## src/rtl/cfg_port_pkg.sv

```systemverilog
package cfg_port_pkg;

    // register map, byte addresses on the apb side
    localparam int PADDR_W = 8;
    localparam logic [7:0] OFF_CTRL = 8'h00;
    localparam logic [7:0] OFF_STATUS = 8'h04;
    localparam logic [7:0] OFF_DATA = 8'h08;
    localparam logic [7:0] OFF_ADDR = 8'h0c;
    localparam logic [7:0] OFF_BUS_RD = 8'h10;
    localparam logic [7:0] OFF_BUS_WR = 8'h14;

    // control register fields
    localparam int CTRL_W = 6;
    localparam int CTRL_MODE_LSB = 0;
    localparam int CTRL_MODE_W = 3;
    localparam int CTRL_DONE_BIT = 3;
    localparam int CTRL_BUS_EN_BIT = 4;
    localparam int CTRL_IRQ_BIT = 5;
    localparam logic [5:0] CTRL_RST = 6'h00;

    // status register fields
    localparam int ST_BUSY_BIT = 0;
    localparam int ST_SEL_BIT = 1;
    localparam int ST_HOST_WR_BIT = 2;
    localparam int ST_ACK_BIT = 3;

    // pin widths and reset values
    localparam int DATA_PINS = 8;
    localparam int ADDR_PINS = 18;
    localparam logic [17:0] ADDR_RST = 18'h00000;
    localparam logic [7:0] BYTE_RST = 8'h00;
    localparam logic [7:0] STATUS_OE = 8'h80;
    localparam logic [7:0] ALL_OE = 8'hff;

    typedef enum logic [2:0] {
        MODE_PERIPH,
        MODE_SLAVE_PAR,
        MODE_MASTER_PAR,
        MODE_SERIAL,
        MODE_BUS_A,
        MODE_BUS_B
    } cfg_mode_e;

    typedef enum logic {
        HS_IDLE,
        HS_ACK
    } host_state_e;

    // raw pin inputs, all asynchronous to ref_clk
    typedef struct packed {
        logic if_clock;
        logic sel_low_n;
        logic sel_high;
        logic strobe_n;
        logic write_n;
        logic rw_dir;
        logic [7:0] data;
    } pin_in_s;

    localparam int PIN_W = 14;
    // idle pin levels for the synchroniser reset: pulled-up pins high, host clock low,
    // so no false strobe edge or select is seen right after reset
    localparam logic [13:0] PIN_IDLE = 14'h1fff;

endpackage

```

## src/rtl/config_and_host_bus_port.sv

```systemverilog
`timescale 1ns/1ps
// Overview of operation
// - selected only when low select low, high select high
// - read strobe low drives ready/busy on bit 7
// - selected write strobe low captures data byte
// - write strobe wins over simultaneous status read
// - master parallel mode drives 18-bit address
// - other configuration modes float address pins
// - interrupt request output is active low
// - first bus gets burst inhibit output
// - acknowledge high on first bus, low second
// - read/write polarity decoded per host bus
// - host pins become user I/O when unused
// - ready output mirrors status bit seven
// - host signals timed by host interface clock
// - data pins input except status bit 7 and host bus reads
module config_and_host_bus_port (
    input wire logic ref_clk,
    input wire logic rst_n,
    input wire logic psel,
    input wire logic penable,
    input wire logic pwrite,
    input wire logic [7:0] paddr,
    input wire logic [31:0] pwdata,
    output logic [31:0] prdata,
    output logic pready,
    output logic pslverr,
    input wire logic chip_sel_low_n,
    input wire logic chip_sel_high,
    input wire logic host_transfer_strobe_n,
    input wire logic write_strobe_n,
    input wire logic host_rw_dir,
    input wire logic host_if_clock,
    input wire logic [7:0] data_in,
    output logic [7:0] data_out,
    output logic [7:0] data_oe,
    output logic [17:0] addr_out,
    output logic addr_oe,
    output logic cfg_ready,
    output logic host_irq_n,
    output logic host_burst_inhibit,
    output logic host_xfer_ack,
    output logic host_if_oe,
    output logic user_io_mode
);

    logic [1:0] rst_pipe;
    logic rst_sync_n;
    logic [13:0] sync1;
    logic [13:0] sync2;
    cfg_port_pkg::pin_in_s pin_raw;
    cfg_port_pkg::pin_in_s pins;

    // reset enters asynchronously, leaves through two flops
    always_ff @(posedge ref_clk or negedge rst_n)
    begin
        if (!rst_n)
            rst_pipe <= 2'h0;
        else
            rst_pipe <= {rst_pipe[0], 1'b1};
    end
    assign rst_sync_n = rst_pipe[1];

    assign pin_raw = '{if_clock: host_if_clock, sel_low_n: chip_sel_low_n,
                       sel_high: chip_sel_high, strobe_n: host_transfer_strobe_n,
                       write_n: write_strobe_n, rw_dir: host_rw_dir, data: data_in};

    // two-flop synchroniser per pin; only sync2 is read by logic
    generate
        for (genvar i = 0; i < cfg_port_pkg::PIN_W; i++)
        begin : g_sync
            always_ff @(posedge ref_clk or negedge rst_sync_n)
            begin
                if (!rst_sync_n)
                begin
                    sync1[i] <= cfg_port_pkg::PIN_IDLE[i];
                    sync2[i] <= cfg_port_pkg::PIN_IDLE[i];
                end
                else
                begin
                    sync1[i] <= pin_raw[i];
                    sync2[i] <= sync1[i];
                end
            end
        end
    endgenerate
    assign pins = cfg_port_pkg::pin_in_s'(sync2);

    // state
    logic [5:0] ctrl, next_ctrl;
    logic [17:0] addr_reg, next_addr_reg;
    logic [7:0] buf_byte, next_buf_byte;
    logic [7:0] bus_rdata, next_bus_rdata;
    logic [7:0] bus_wdata, next_bus_wdata;
    logic busy, next_busy;
    logic host_wr_flag, next_host_wr_flag;
    logic wr_seen, next_wr_seen;
    logic clk_seen, next_clk_seen;
    logic acc_write, next_acc_write;
    cfg_port_pkg::host_state_e state, next_state;
    logic [31:0] next_prdata;
    logic next_pready, next_pslverr;
    logic [7:0] next_data_out, next_data_oe;
    logic [17:0] next_addr_out;
    logic next_addr_oe, next_cfg_ready, next_host_irq_n, next_burst;
    logic next_ack, next_host_if_oe, next_user_io_mode;

    // decodes from synchronised pins and control
    cfg_port_pkg::cfg_mode_e mode;
    logic cfg_done, bus_en, in_cfg, selected, bus_mode, bus_active;
    logic capture, status_rd, hclk_rise, start, start_write;
    logic apb_access, apb_done, consume, host_wr_clear, mapped;

    assign mode = cfg_port_pkg::cfg_mode_e'(ctrl[cfg_port_pkg::CTRL_MODE_LSB +:
                                                 cfg_port_pkg::CTRL_MODE_W]);
    assign cfg_done = ctrl[cfg_port_pkg::CTRL_DONE_BIT];
    assign bus_en = ctrl[cfg_port_pkg::CTRL_BUS_EN_BIT];
    assign in_cfg = !cfg_done;
    assign selected = !pins.sel_low_n && pins.sel_high;
    assign bus_mode = (mode == cfg_port_pkg::MODE_BUS_A) || (mode == cfg_port_pkg::MODE_BUS_B);
    // after configuration the port only lives if enabled
    assign bus_active = bus_mode && (in_cfg || bus_en);

    // one capture per strobe pulse: edge on the synchronised low level
    assign capture = (mode == cfg_port_pkg::MODE_PERIPH) && in_cfg && selected
                     && !pins.write_n && !wr_seen;
    // status read only while write strobe is idle
    assign status_rd = (mode == cfg_port_pkg::MODE_PERIPH) && in_cfg && selected
                       && !pins.strobe_n && pins.write_n;

    // host side is stepped by rising edges of its own clock
    assign hclk_rise = pins.if_clock && !clk_seen;
    assign start = hclk_rise && (state == cfg_port_pkg::HS_IDLE) && bus_active
                   && selected && !pins.strobe_n;
    // first bus writes on low, second on high
    assign start_write = (mode == cfg_port_pkg::MODE_BUS_A) ? !pins.rw_dir
                                                             : pins.rw_dir;

    // apb: pready rises one cycle into the access phase
    assign apb_access = psel && penable && !pready;
    assign apb_done = psel && penable && pready;
    assign consume = apb_done && !pwrite && (paddr == cfg_port_pkg::OFF_DATA);
    assign host_wr_clear = apb_done && !pwrite && (paddr == cfg_port_pkg::OFF_BUS_WR);
    assign mapped = (paddr == cfg_port_pkg::OFF_CTRL) || (paddr == cfg_port_pkg::OFF_STATUS)
                    || (paddr == cfg_port_pkg::OFF_DATA) || (paddr == cfg_port_pkg::OFF_ADDR)
                    || (paddr == cfg_port_pkg::OFF_BUS_RD) || (paddr == cfg_port_pkg::OFF_BUS_WR);

    // register file and apb answer
    always_comb
    begin
        next_ctrl = ctrl;
        next_addr_reg = addr_reg;
        next_bus_rdata = bus_rdata;
        next_pready = apb_access;
        next_pslverr = apb_access && !mapped;
        next_prdata = 32'h0000_0000;
        if (apb_done && pwrite)
        begin
            case (paddr)
                cfg_port_pkg::OFF_CTRL: next_ctrl = pwdata[5:0];
                cfg_port_pkg::OFF_ADDR: next_addr_reg = pwdata[17:0];
                cfg_port_pkg::OFF_BUS_RD: next_bus_rdata = pwdata[7:0];
                default: next_ctrl = ctrl;
            endcase
        end
        if (apb_access && !pwrite)
        begin
            case (paddr)
                cfg_port_pkg::OFF_CTRL: next_prdata = {26'h0, ctrl};
                cfg_port_pkg::OFF_STATUS: next_prdata = {28'h0, state == cfg_port_pkg::HS_ACK,
                                                         host_wr_flag, selected, busy};
                cfg_port_pkg::OFF_DATA: next_prdata = {24'h0, buf_byte};
                cfg_port_pkg::OFF_ADDR: next_prdata = {14'h0, addr_reg};
                cfg_port_pkg::OFF_BUS_RD: next_prdata = {24'h0, bus_rdata};
                cfg_port_pkg::OFF_BUS_WR: next_prdata = {24'h0, bus_wdata};
                default: next_prdata = 32'h0000_0000;
            endcase
        end
    end

    // peripheral buffer and host access engine
    always_comb
    begin
        next_wr_seen = !pins.write_n;
        next_clk_seen = pins.if_clock;
        next_buf_byte = capture ? pins.data : buf_byte;
        // a new byte in the same cycle as a consume keeps busy set
        next_busy = capture || (busy && !consume);
        next_state = state;
        next_acc_write = acc_write;
        next_bus_wdata = bus_wdata;
        next_host_wr_flag = host_wr_flag && !host_wr_clear;
        case (state)
            cfg_port_pkg::HS_IDLE:
            begin
                if (start)
                begin
                    next_state = cfg_port_pkg::HS_ACK;
                    next_acc_write = start_write;
                    if (start_write)
                    begin
                        next_bus_wdata = pins.data;
                        next_host_wr_flag = 1'b1;
                    end
                end
            end
            cfg_port_pkg::HS_ACK:
            begin
                // acknowledge stands for one host clock period
                if (hclk_rise || !bus_active)
                    next_state = cfg_port_pkg::HS_IDLE;
            end
            default: next_state = cfg_port_pkg::HS_IDLE;
        endcase
    end

    // pin drivers, all registered
    always_comb
    begin
        next_data_out = cfg_port_pkg::BYTE_RST;
        next_data_oe = cfg_port_pkg::BYTE_RST;
        if (status_rd)
        begin
            next_data_out[7] = !busy;
            next_data_oe = cfg_port_pkg::STATUS_OE;
        end
        else if ((next_state == cfg_port_pkg::HS_ACK) && !next_acc_write)
        begin
            next_data_out = bus_rdata;
            next_data_oe = cfg_port_pkg::ALL_OE;
        end
        next_addr_oe = (mode == cfg_port_pkg::MODE_MASTER_PAR) && in_cfg;
        next_addr_out = next_addr_oe ? addr_reg : cfg_port_pkg::ADDR_RST;
        next_cfg_ready = !next_busy;
        next_host_irq_n = !(bus_active && ctrl[cfg_port_pkg::CTRL_IRQ_BIT]);
        next_burst = bus_active && (mode == cfg_port_pkg::MODE_BUS_A);
        // idle level of the acknowledge follows the bus polarity
        if (mode == cfg_port_pkg::MODE_BUS_B)
            next_ack = !(next_state == cfg_port_pkg::HS_ACK);
        else
            next_ack = (next_state == cfg_port_pkg::HS_ACK);
        next_host_if_oe = bus_active;
        next_user_io_mode = cfg_done && !bus_en;
    end

    always_ff @(posedge ref_clk or negedge rst_sync_n)
    begin
        if (!rst_sync_n)
        begin
            ctrl <= cfg_port_pkg::CTRL_RST;
            addr_reg <= cfg_port_pkg::ADDR_RST;
            bus_rdata <= cfg_port_pkg::BYTE_RST;
            bus_wdata <= cfg_port_pkg::BYTE_RST;
            buf_byte <= cfg_port_pkg::BYTE_RST;
            busy <= 1'b0;
            host_wr_flag <= 1'b0;
            wr_seen <= 1'b0;
            clk_seen <= 1'b0;
            acc_write <= 1'b0;
            state <= cfg_port_pkg::HS_IDLE;
            prdata <= 32'h0000_0000;
            pready <= 1'b0;
            pslverr <= 1'b0;
            data_out <= cfg_port_pkg::BYTE_RST;
            data_oe <= cfg_port_pkg::BYTE_RST;
            addr_out <= cfg_port_pkg::ADDR_RST;
            addr_oe <= 1'b0;
            cfg_ready <= 1'b1;
            host_irq_n <= 1'b1;
            host_burst_inhibit <= 1'b0;
            host_xfer_ack <= 1'b0;
            host_if_oe <= 1'b0;
            user_io_mode <= 1'b0;
        end
        else
        begin
            ctrl <= next_ctrl;
            addr_reg <= next_addr_reg;
            bus_rdata <= next_bus_rdata;
            bus_wdata <= next_bus_wdata;
            buf_byte <= next_buf_byte;
            busy <= next_busy;
            host_wr_flag <= next_host_wr_flag;
            wr_seen <= next_wr_seen;
            clk_seen <= next_clk_seen;
            acc_write <= next_acc_write;
            state <= next_state;
            prdata <= next_prdata;
            pready <= next_pready;
            pslverr <= next_pslverr;
            data_out <= next_data_out;
            data_oe <= next_data_oe;
            addr_out <= next_addr_out;
            addr_oe <= next_addr_oe;
            cfg_ready <= next_cfg_ready;
            host_irq_n <= next_host_irq_n;
            host_burst_inhibit <= next_burst;
            host_xfer_ack <= next_ack;
            host_if_oe <= next_host_if_oe;
            user_io_mode <= next_user_io_mode;
        end
    end

    // checks on the pin behaviour
    chk_select_gate: assert property (@(posedge ref_clk) disable iff (!rst_sync_n)
        (!selected && (state == cfg_port_pkg::HS_IDLE)) |=> $stable(buf_byte)
        && (state == cfg_port_pkg::HS_IDLE))
        else $error("access taken while not selected");
    chk_status_drive: assert property (@(posedge ref_clk) disable iff (!rst_sync_n)
        status_rd |=> (data_oe == 8'h80) && (data_out[7] == !$past(busy)))
        else $error("status bit not driven on read strobe");
    chk_byte_capture: assert property (@(posedge ref_clk) disable iff (!rst_sync_n)
        capture |=> busy && (buf_byte == $past(pins.data)))
        else $error("written byte not captured");
    chk_write_wins: assert property (@(posedge ref_clk) disable iff (!rst_sync_n)
        (selected && !pins.write_n && !pins.strobe_n && !bus_active) |=> (data_oe == 8'h00))
        else $error("status driven during write");
    chk_addr_drive: assert property (@(posedge ref_clk) disable iff (!rst_sync_n)
        ((mode == cfg_port_pkg::MODE_MASTER_PAR) && in_cfg) |=> addr_oe
        && (addr_out == $past(addr_reg)))
        else $error("address bus not driven");
    chk_addr_float: assert property (@(posedge ref_clk) disable iff (!rst_sync_n)
        (mode != cfg_port_pkg::MODE_MASTER_PAR) |=> !addr_oe)
        else $error("address pins driven outside master mode");
    chk_irq_idle: assert property (@(posedge ref_clk) disable iff (!rst_sync_n)
        !bus_active |=> host_irq_n)
        else $error("interrupt asserted while port idle");
    chk_burst_inh: assert property (@(posedge ref_clk) disable iff (!rst_sync_n)
        (bus_active && (mode == cfg_port_pkg::MODE_BUS_A)) |=> host_burst_inhibit)
        else $error("burst inhibit missing");
    chk_ack_pulse: assert property (@(posedge ref_clk) disable iff (!rst_sync_n)
        (start && (mode == cfg_port_pkg::MODE_BUS_B)) |=> !host_xfer_ack)
        else $error("ready not driven low");
    chk_rw_decode: assert property (@(posedge ref_clk) disable iff (!rst_sync_n)
        (start && (mode == cfg_port_pkg::MODE_BUS_A) && !pins.rw_dir) |=> host_wr_flag)
        else $error("write polarity wrong");
    chk_user_io: assert property (@(posedge ref_clk) disable iff (!rst_sync_n)
        user_io_mode |-> !host_if_oe)
        else $error("host pins driven in user mode");
    chk_ready_mirror: assert property (@(posedge ref_clk) disable iff (!rst_sync_n)
        cfg_ready == !busy)
        else $error("ready output differs from status");
    chk_busy_hold: assert property (@(posedge ref_clk) disable iff (!rst_sync_n)
        (busy && !consume) |=> busy)
        else $error("busy dropped before consume");

endmodule

```

## config.mk

```make
export PLATFORM = sky130hd
export DESIGN_NAME = config_and_host_bus_port
export DESIGN_NICKNAME = d
export VERILOG_FILES = /design/src/rtl/cfg_port_pkg.sv /design/src/rtl/config_and_host_bus_port.sv
export SDC_FILE = /design/constraint.sdc
export NUM_CORES = 1
export LEC_CHECK = 0
export BUFFER_PORTS_ARGS = -buffer_cell sky130_fd_sc_hd__buf_2
export CORE_ASPECT_RATIO = 1.5
export CORE_MARGIN = 1.5
export CORE_UTILIZATION = 52
export DETAILED_ROUTE_END_ITERATION = 8
export PLACE_DENSITY = 0.86
export SKIP_LAST_GASP = 1
export SYNTH_ARGS = -nofsm -noshare
export SYNTH_HDL_FRONTEND = slang
export SYNTH_SLANG_ARGS = --single-unit
```

## constraint.sdc

```tcl
create_clock -name ref_clk -period 5.3 [get_ports ref_clk]
set_clock_uncertainty 0.2 [all_clocks]
set_input_delay 0.265 -clock ref_clk [delete_from_list [all_inputs] [get_ports ref_clk]]
set_output_delay 0.265 -clock ref_clk [all_outputs]
set_load 0.02 [all_outputs]
```

# == Yosys cells after proc, flatten, opt, wreduce, memory -nomap -nowiden ==
# Cells that the tools add are included.
# word_totals
reg_bits,159
input_bits,59
# classes
eq_ne,8
bitwise,1
reduce_logical,63
n_mux,18
# ops
cell,n
18-bit one-hot mux with 6 select lines,1
32-bit two-way mux,1
1-bit logical AND,29
8-bit two-way mux,3
1-bit logical NOT,19
18-bit two-way mux,1
"8-bit by 4-bit == test with 1-bit output, second input constant",2
"8-bit by 5-bit == test with 1-bit output, second input constant",2
1-bit two-way mux,10
1-bit logical OR,9
"8-bit by 3-bit == test with 1-bit output, second input constant",1
8-bit logical NOT,1
7-bit two-way mux,1
"3-bit == test, second input constant",2
2-bit AND reduction,3
"3-bit by 2-bit == test with 1-bit output, second input constant",1
3-bit logical NOT,1
3-bit AND reduction,1
1-bit one-hot mux with 2 select lines,1
1-bit NOT,1

# == Logic depth before layout (Yosys ltp) ==
# logic_depth
ltp_word,12
depth_mapped,6

# == Worst setup path after synthesis ==
# OpenSTA, ideal clock, no wires.
# synth_timing
path_type,reg-to-reg
start,register sync2[11] (netlist: pins[11])
end,register bus_wdata[0]
stages_incl_launch_ff,5
t_required_ns,4.975
setup_time_ns,0.125
slack_ns,3.145
arrival_time_ns,1.830
synth_period_minus_slack_ns,2.155
path_cell_list,dfstp_2 -> nand2b_1 -> or4_1 -> nor3_4 -> mux2_2
# synth_via
elab_chain_cells,4
# synth_lines
element,line,source
start: declaration,config_and_host_bus_port.sv:50,logic [13:0] sync2;
start signal: indexed assignment,config_and_host_bus_port.sv:77,sync2[i] <= cfg_port_pkg::PIN_IDLE[i];
start signal: indexed assignment,config_and_host_bus_port.sv:82,sync2[i] <= sync1[i];
1-bit logical AND,config_and_host_bus_port.sv:119,assign selected = !pins.sel_low_n && pins.sel_high;
1-bit logical AND (2 in a row),config_and_host_bus_port.sv:134,&& selected && !pins.strobe_n;
3-bit AND reduction (no line),--,
end signal: assignment,config_and_host_bus_port.sv:253,bus_wdata <= cfg_port_pkg::BYTE_RST;
end signal: assignment,config_and_host_bus_port.sv:280,bus_wdata <= next_bus_wdata;
end: declaration,config_and_host_bus_port.sv:94,"logic [7:0] bus_wdata, next_bus_wdata;"
# No other way between the ends.
# A chain may end at the register's enable or synchronous reset.

# == Final worst setup path ==
# layout_timing
start,register ctrl[0]
end,register buf_byte[1]
# layout_via
elab_chain_cells,5
# layout_lines
element,line,source
start: declaration,config_and_host_bus_port.sv:90,"logic [5:0] ctrl, next_ctrl;"
start signal: assignment,config_and_host_bus_port.sv:250,ctrl <= cfg_port_pkg::CTRL_RST;
start signal: assignment,config_and_host_bus_port.sv:277,ctrl <= next_ctrl;
3-bit logical NOT,config_and_host_bus_port.sv:125,assign capture = (mode == cfg_port_pkg::MODE_PERIPH) && in_cfg && selected
1-bit logical AND (2 in a row),config_and_host_bus_port.sv:125,
1-bit logical AND (2 in a row),config_and_host_bus_port.sv:126,&& !pins.write_n && !wr_seen;
end signal: assignment,config_and_host_bus_port.sv:254,buf_byte <= cfg_port_pkg::BYTE_RST;
end signal: assignment,config_and_host_bus_port.sv:281,buf_byte <= next_buf_byte;
end: declaration,config_and_host_bus_port.sv:92,"logic [7:0] buf_byte, next_buf_byte;"
# No other way between the ends.

==> metrics.yaml <==
pre_cts_ws_ns: 2.53
design.die.area_sq_um: 10700
drive_gt1_share_pct: 43.7
setup_ws_ns: 2.56
synth_cell_types: 43
fmax_mhz: 365
wire_per_inst_microns: 16.7
clock_power_share_pct: 47.3
pwr-share-seq_pct: 48.2
start_util_pct: 53.8
grt_max_degree: 89
numCtsBuffers: 17
yosysSeqAreaShare_pct: 67.1
yosys_register_bits: 139
synth_edf_count: 0
arrival_ns: 2.84
maxCapViolations: 0
grt_first_pass_wirelength_mm: 16.9
die_w_microns: 85.0
synth_area_leaders: "dfrtp_1 53%, dfstp_2 14%, mux2_2 10%"
syn_to_final_growth_pct: 27.7
gp_congestion: 0.873
htree_num_levels: 4
overflow: 0
path_cells: "nor3_2 > nand3b_1 > or3_1 > mux2_2"
synth_ff_type: "dfrtp_1"
rows: 44
setup_tns_ns: 0
combPwrFrac_pct: 4.5
drc: 20
netlist_area_sq_um: 5240
fin_util_pct: 68.6
ant_nets: 0
io_buffers: 105
fin_crit_ns: 2.74
clock_path_buffers: 2
swShare_pct: 22.4
cts_resized: 0
hp-class: "in -> reg"
crit_type: "reg -> reg"
p_int_uw: 1810
status: "complete, but fails checks"
drtPass1Iterations: 6
cts_root_buffer: "clkbuf_16"
slowest_delay_ns: 0.93
clk_latency_ns: 0.42
netlist_instances: 365
grt_pass1_vias: 3436
antenna_found_initial: 0
fin_crit_sh_pct: 51.7
grt_use_total_pct: 21.2
synth_top_cell_by_area: "dfrtp_1"
reg2regPathDepth: 4
ir_worst_vdd_mv: 0.253
multiInputGateArea_sq_um: 1560
powerDensity_nw_per_um2: 349
route.vias.total: 3351
critPathCaptureType: "register"
layout.nets: 565
start_kind: "register"
crit_fanout: 20
worst-path-buf-inv: 0
min_path_cells: 4
path_depth: 4
leakagePower_uw: 0.00343
core_sq_um: 9740
crit_required_ns: 5.40
setup_viol: 0
crit_family: "simple AND/OR/NAND/NOR gates"
p_sw_uw: 523
dr.first_iter.drc_count: 296
synth_area_per_cell_sq_um: 14.4
n_fill_cell: 672
wl_mm: 10.6
post-dp-hpwl_mm: 6.94
worstMarginPinSlew_ns: 1.11
die_y_microns: 126
hold_viol_final: 0
io_pins: 134
path_clk_slew_ns: 0.06
grt_setup_unrepaired: "no"
slew_violations: 0
cts_tree: "yes"
cp_slowest_cell: "nor3_2"
seqCellArea_sq_um: 3520
synth-async-reset-ratio_pct: 100
violations: "design-rule violations"
num_antenna_cells: 0
post_drt_via_cell_ratio: 5.29
cts_num_sinks: 139
slew_headroom_pct: 25.8
synth_warnings: 0
netlist.area_leader.share_pct: 53.0
[cells by family after synthesis]
group / count (synthesis) / share of synthesized area, %
DFF: 139 / 67.1
xor gates and xnor gates: 2 / 0.334
AOI/OAI and AO/OA: 22 / 2.65
other: 2 / 0.143
muxes: 62 / 13.9
buffers and inverters: 37 / 4.28
and+or+nand+nor: 101 / 11.6
[tightest hold or removal path: stages]
cell and delay (ns):
buf_2 0.11, nor3_1 0.07, nand3_1 0.09, a21boi_0 0.10
[area by class of cell]
cell class              count  share of cell area [%]
inverters                   4                   0.225
flip-flops and latches    139                    52.6
well taps                 115                    2.15
repair buffers            142                    13.4
multi-input cells         202                    23.3
clock inverters            12                    1.74
clock buffers              20                    6.68
[stage by stage]
stage	cells	hold WS [ns]	instance area (sq um)	total power [uW]
2_1_floorplan	378	-0.231	5290	1200
6_report	634	0.0324	6690	2340
4_1_cts	634	0.0210	6690	2350
3_5_place_dp	566	-0.144	5760	1230
3_3_place_gp	566	-0.148	5760	1220
5_1_grt	634	0.0386	6690	2420
[synthesized netlist by cell type, types with 2 or more instances]
cell type / instances
nor2_1: 24
xnor2_1: 2
o22ai_1: 2
buf_4: 20
nor2_4: 2
nor2b_1: 5
conb_1: 2
buf_2: 2
dfstp_2: 28
nor3_4: 2
o22a_1: 2
nand2b_1: 5
nand3b_1: 2
clkbuf_1: 10
or4_1: 2
dfrtp_1: 111
mux2_2: 48
and3_1: 19
or3_1: 2
nand2_1: 14
nand3_1: 4
nor3_1: 2
a21oi_1: 9
and2_1: 11
o21ai_0: 3
mux4_2: 4
inv_1: 3
mux2i_1: 10
[per-layer routing]
layer	GRT usage, %	wire (microns)
met5	0	0
met4	11.7	354
met3	6.95	640
met2	35.4	5740
met1	23.8	3830
[worst paths after layout]
check | endpoint | startpoint | slack [ns]
max in group asynchronous | pready$_DFF_PN0_ | rst_pipe[1]$_DFF_PN0_ | 3.34
worst min-delay path | cfg_ready$_DFF_PN1_ | paddr[1] | 0.03
worst max-delay path | buf_byte[1]$_DFFE_PN0P_ | ctrl[0]$_DFFE_PN0P_ | 2.56
worst max register to register | buf_byte[1]$_DFFE_PN0P_ | ctrl[0]$_DFFE_PN0P_ | 2.56
worst min register to register | pins[5]$_DFF_PN1_ | sync1[5]$_DFF_PN1_ | 0.15
min in group asynchronous | busy$_DFF_PN0_ | rst_pipe[1]$_DFF_PN0_ | 0.31
[power by group through the flow]
stage               clock, uW  combinational [uW]  sequential [uW]
finish                   1100                 105             1120
global route             1170                 115             1130
CTS                      1120                 105             1130
detailed placement          0                83.1             1140
global placement            0                79.0             1140
floorplan                   0                55.5             1140
[cell usage in the layout (no fill, tap or decap), types with 2 or more instances in the layout]
| cell | Yosys | final |
|---|---|---|
| conb_1 | 2 | 15 |
| nand3_1 | 4 | 4 |
| mux2_2 | 48 | 48 |
| buf_2 | 2 | 105 |
| clkbuf_16 | 0 | 17 |
| clkinvlp_4 | 0 | 5 |
| nand2_1 | 14 | 14 |
| o21ai_0 | 3 | 3 |
| and2_1 | 11 | 11 |
| mux4_2 | 4 | 4 |
| o22a_1 | 2 | 2 |
| clkbuf_1 | 10 | 2 |
| o22ai_1 | 2 | 2 |
| nor2b_1 | 5 | 5 |
| nand3b_1 | 2 | 2 |
| nand2b_1 | 5 | 5 |
| nor2_4 | 2 | 2 |
| dfrtp_1 | 111 | 110 |
| nor2_1 | 24 | 24 |
| nor3_4 | 2 | 2 |
| or4_1 | 2 | 2 |
| and3_1 | 19 | 19 |
| or3_1 | 2 | 2 |
| dlygate4sd3_1 | 0 | 36 |
| inv_6 | 0 | 3 |
| clkinv_4 | 0 | 2 |
| dfstp_2 | 28 | 28 |
| inv_1 | 3 | 3 |
| a21oi_1 | 9 | 9 |
| mux2i_1 | 10 | 10 |
| xnor2_1 | 2 | 2 |
[what timing repair did]
action                    in CTS  in global routing
hold buffers                  36                  0
buffers inserted               0                  0
hold endpoints to repair      50                  0
(Power assumes the default switching activity.)
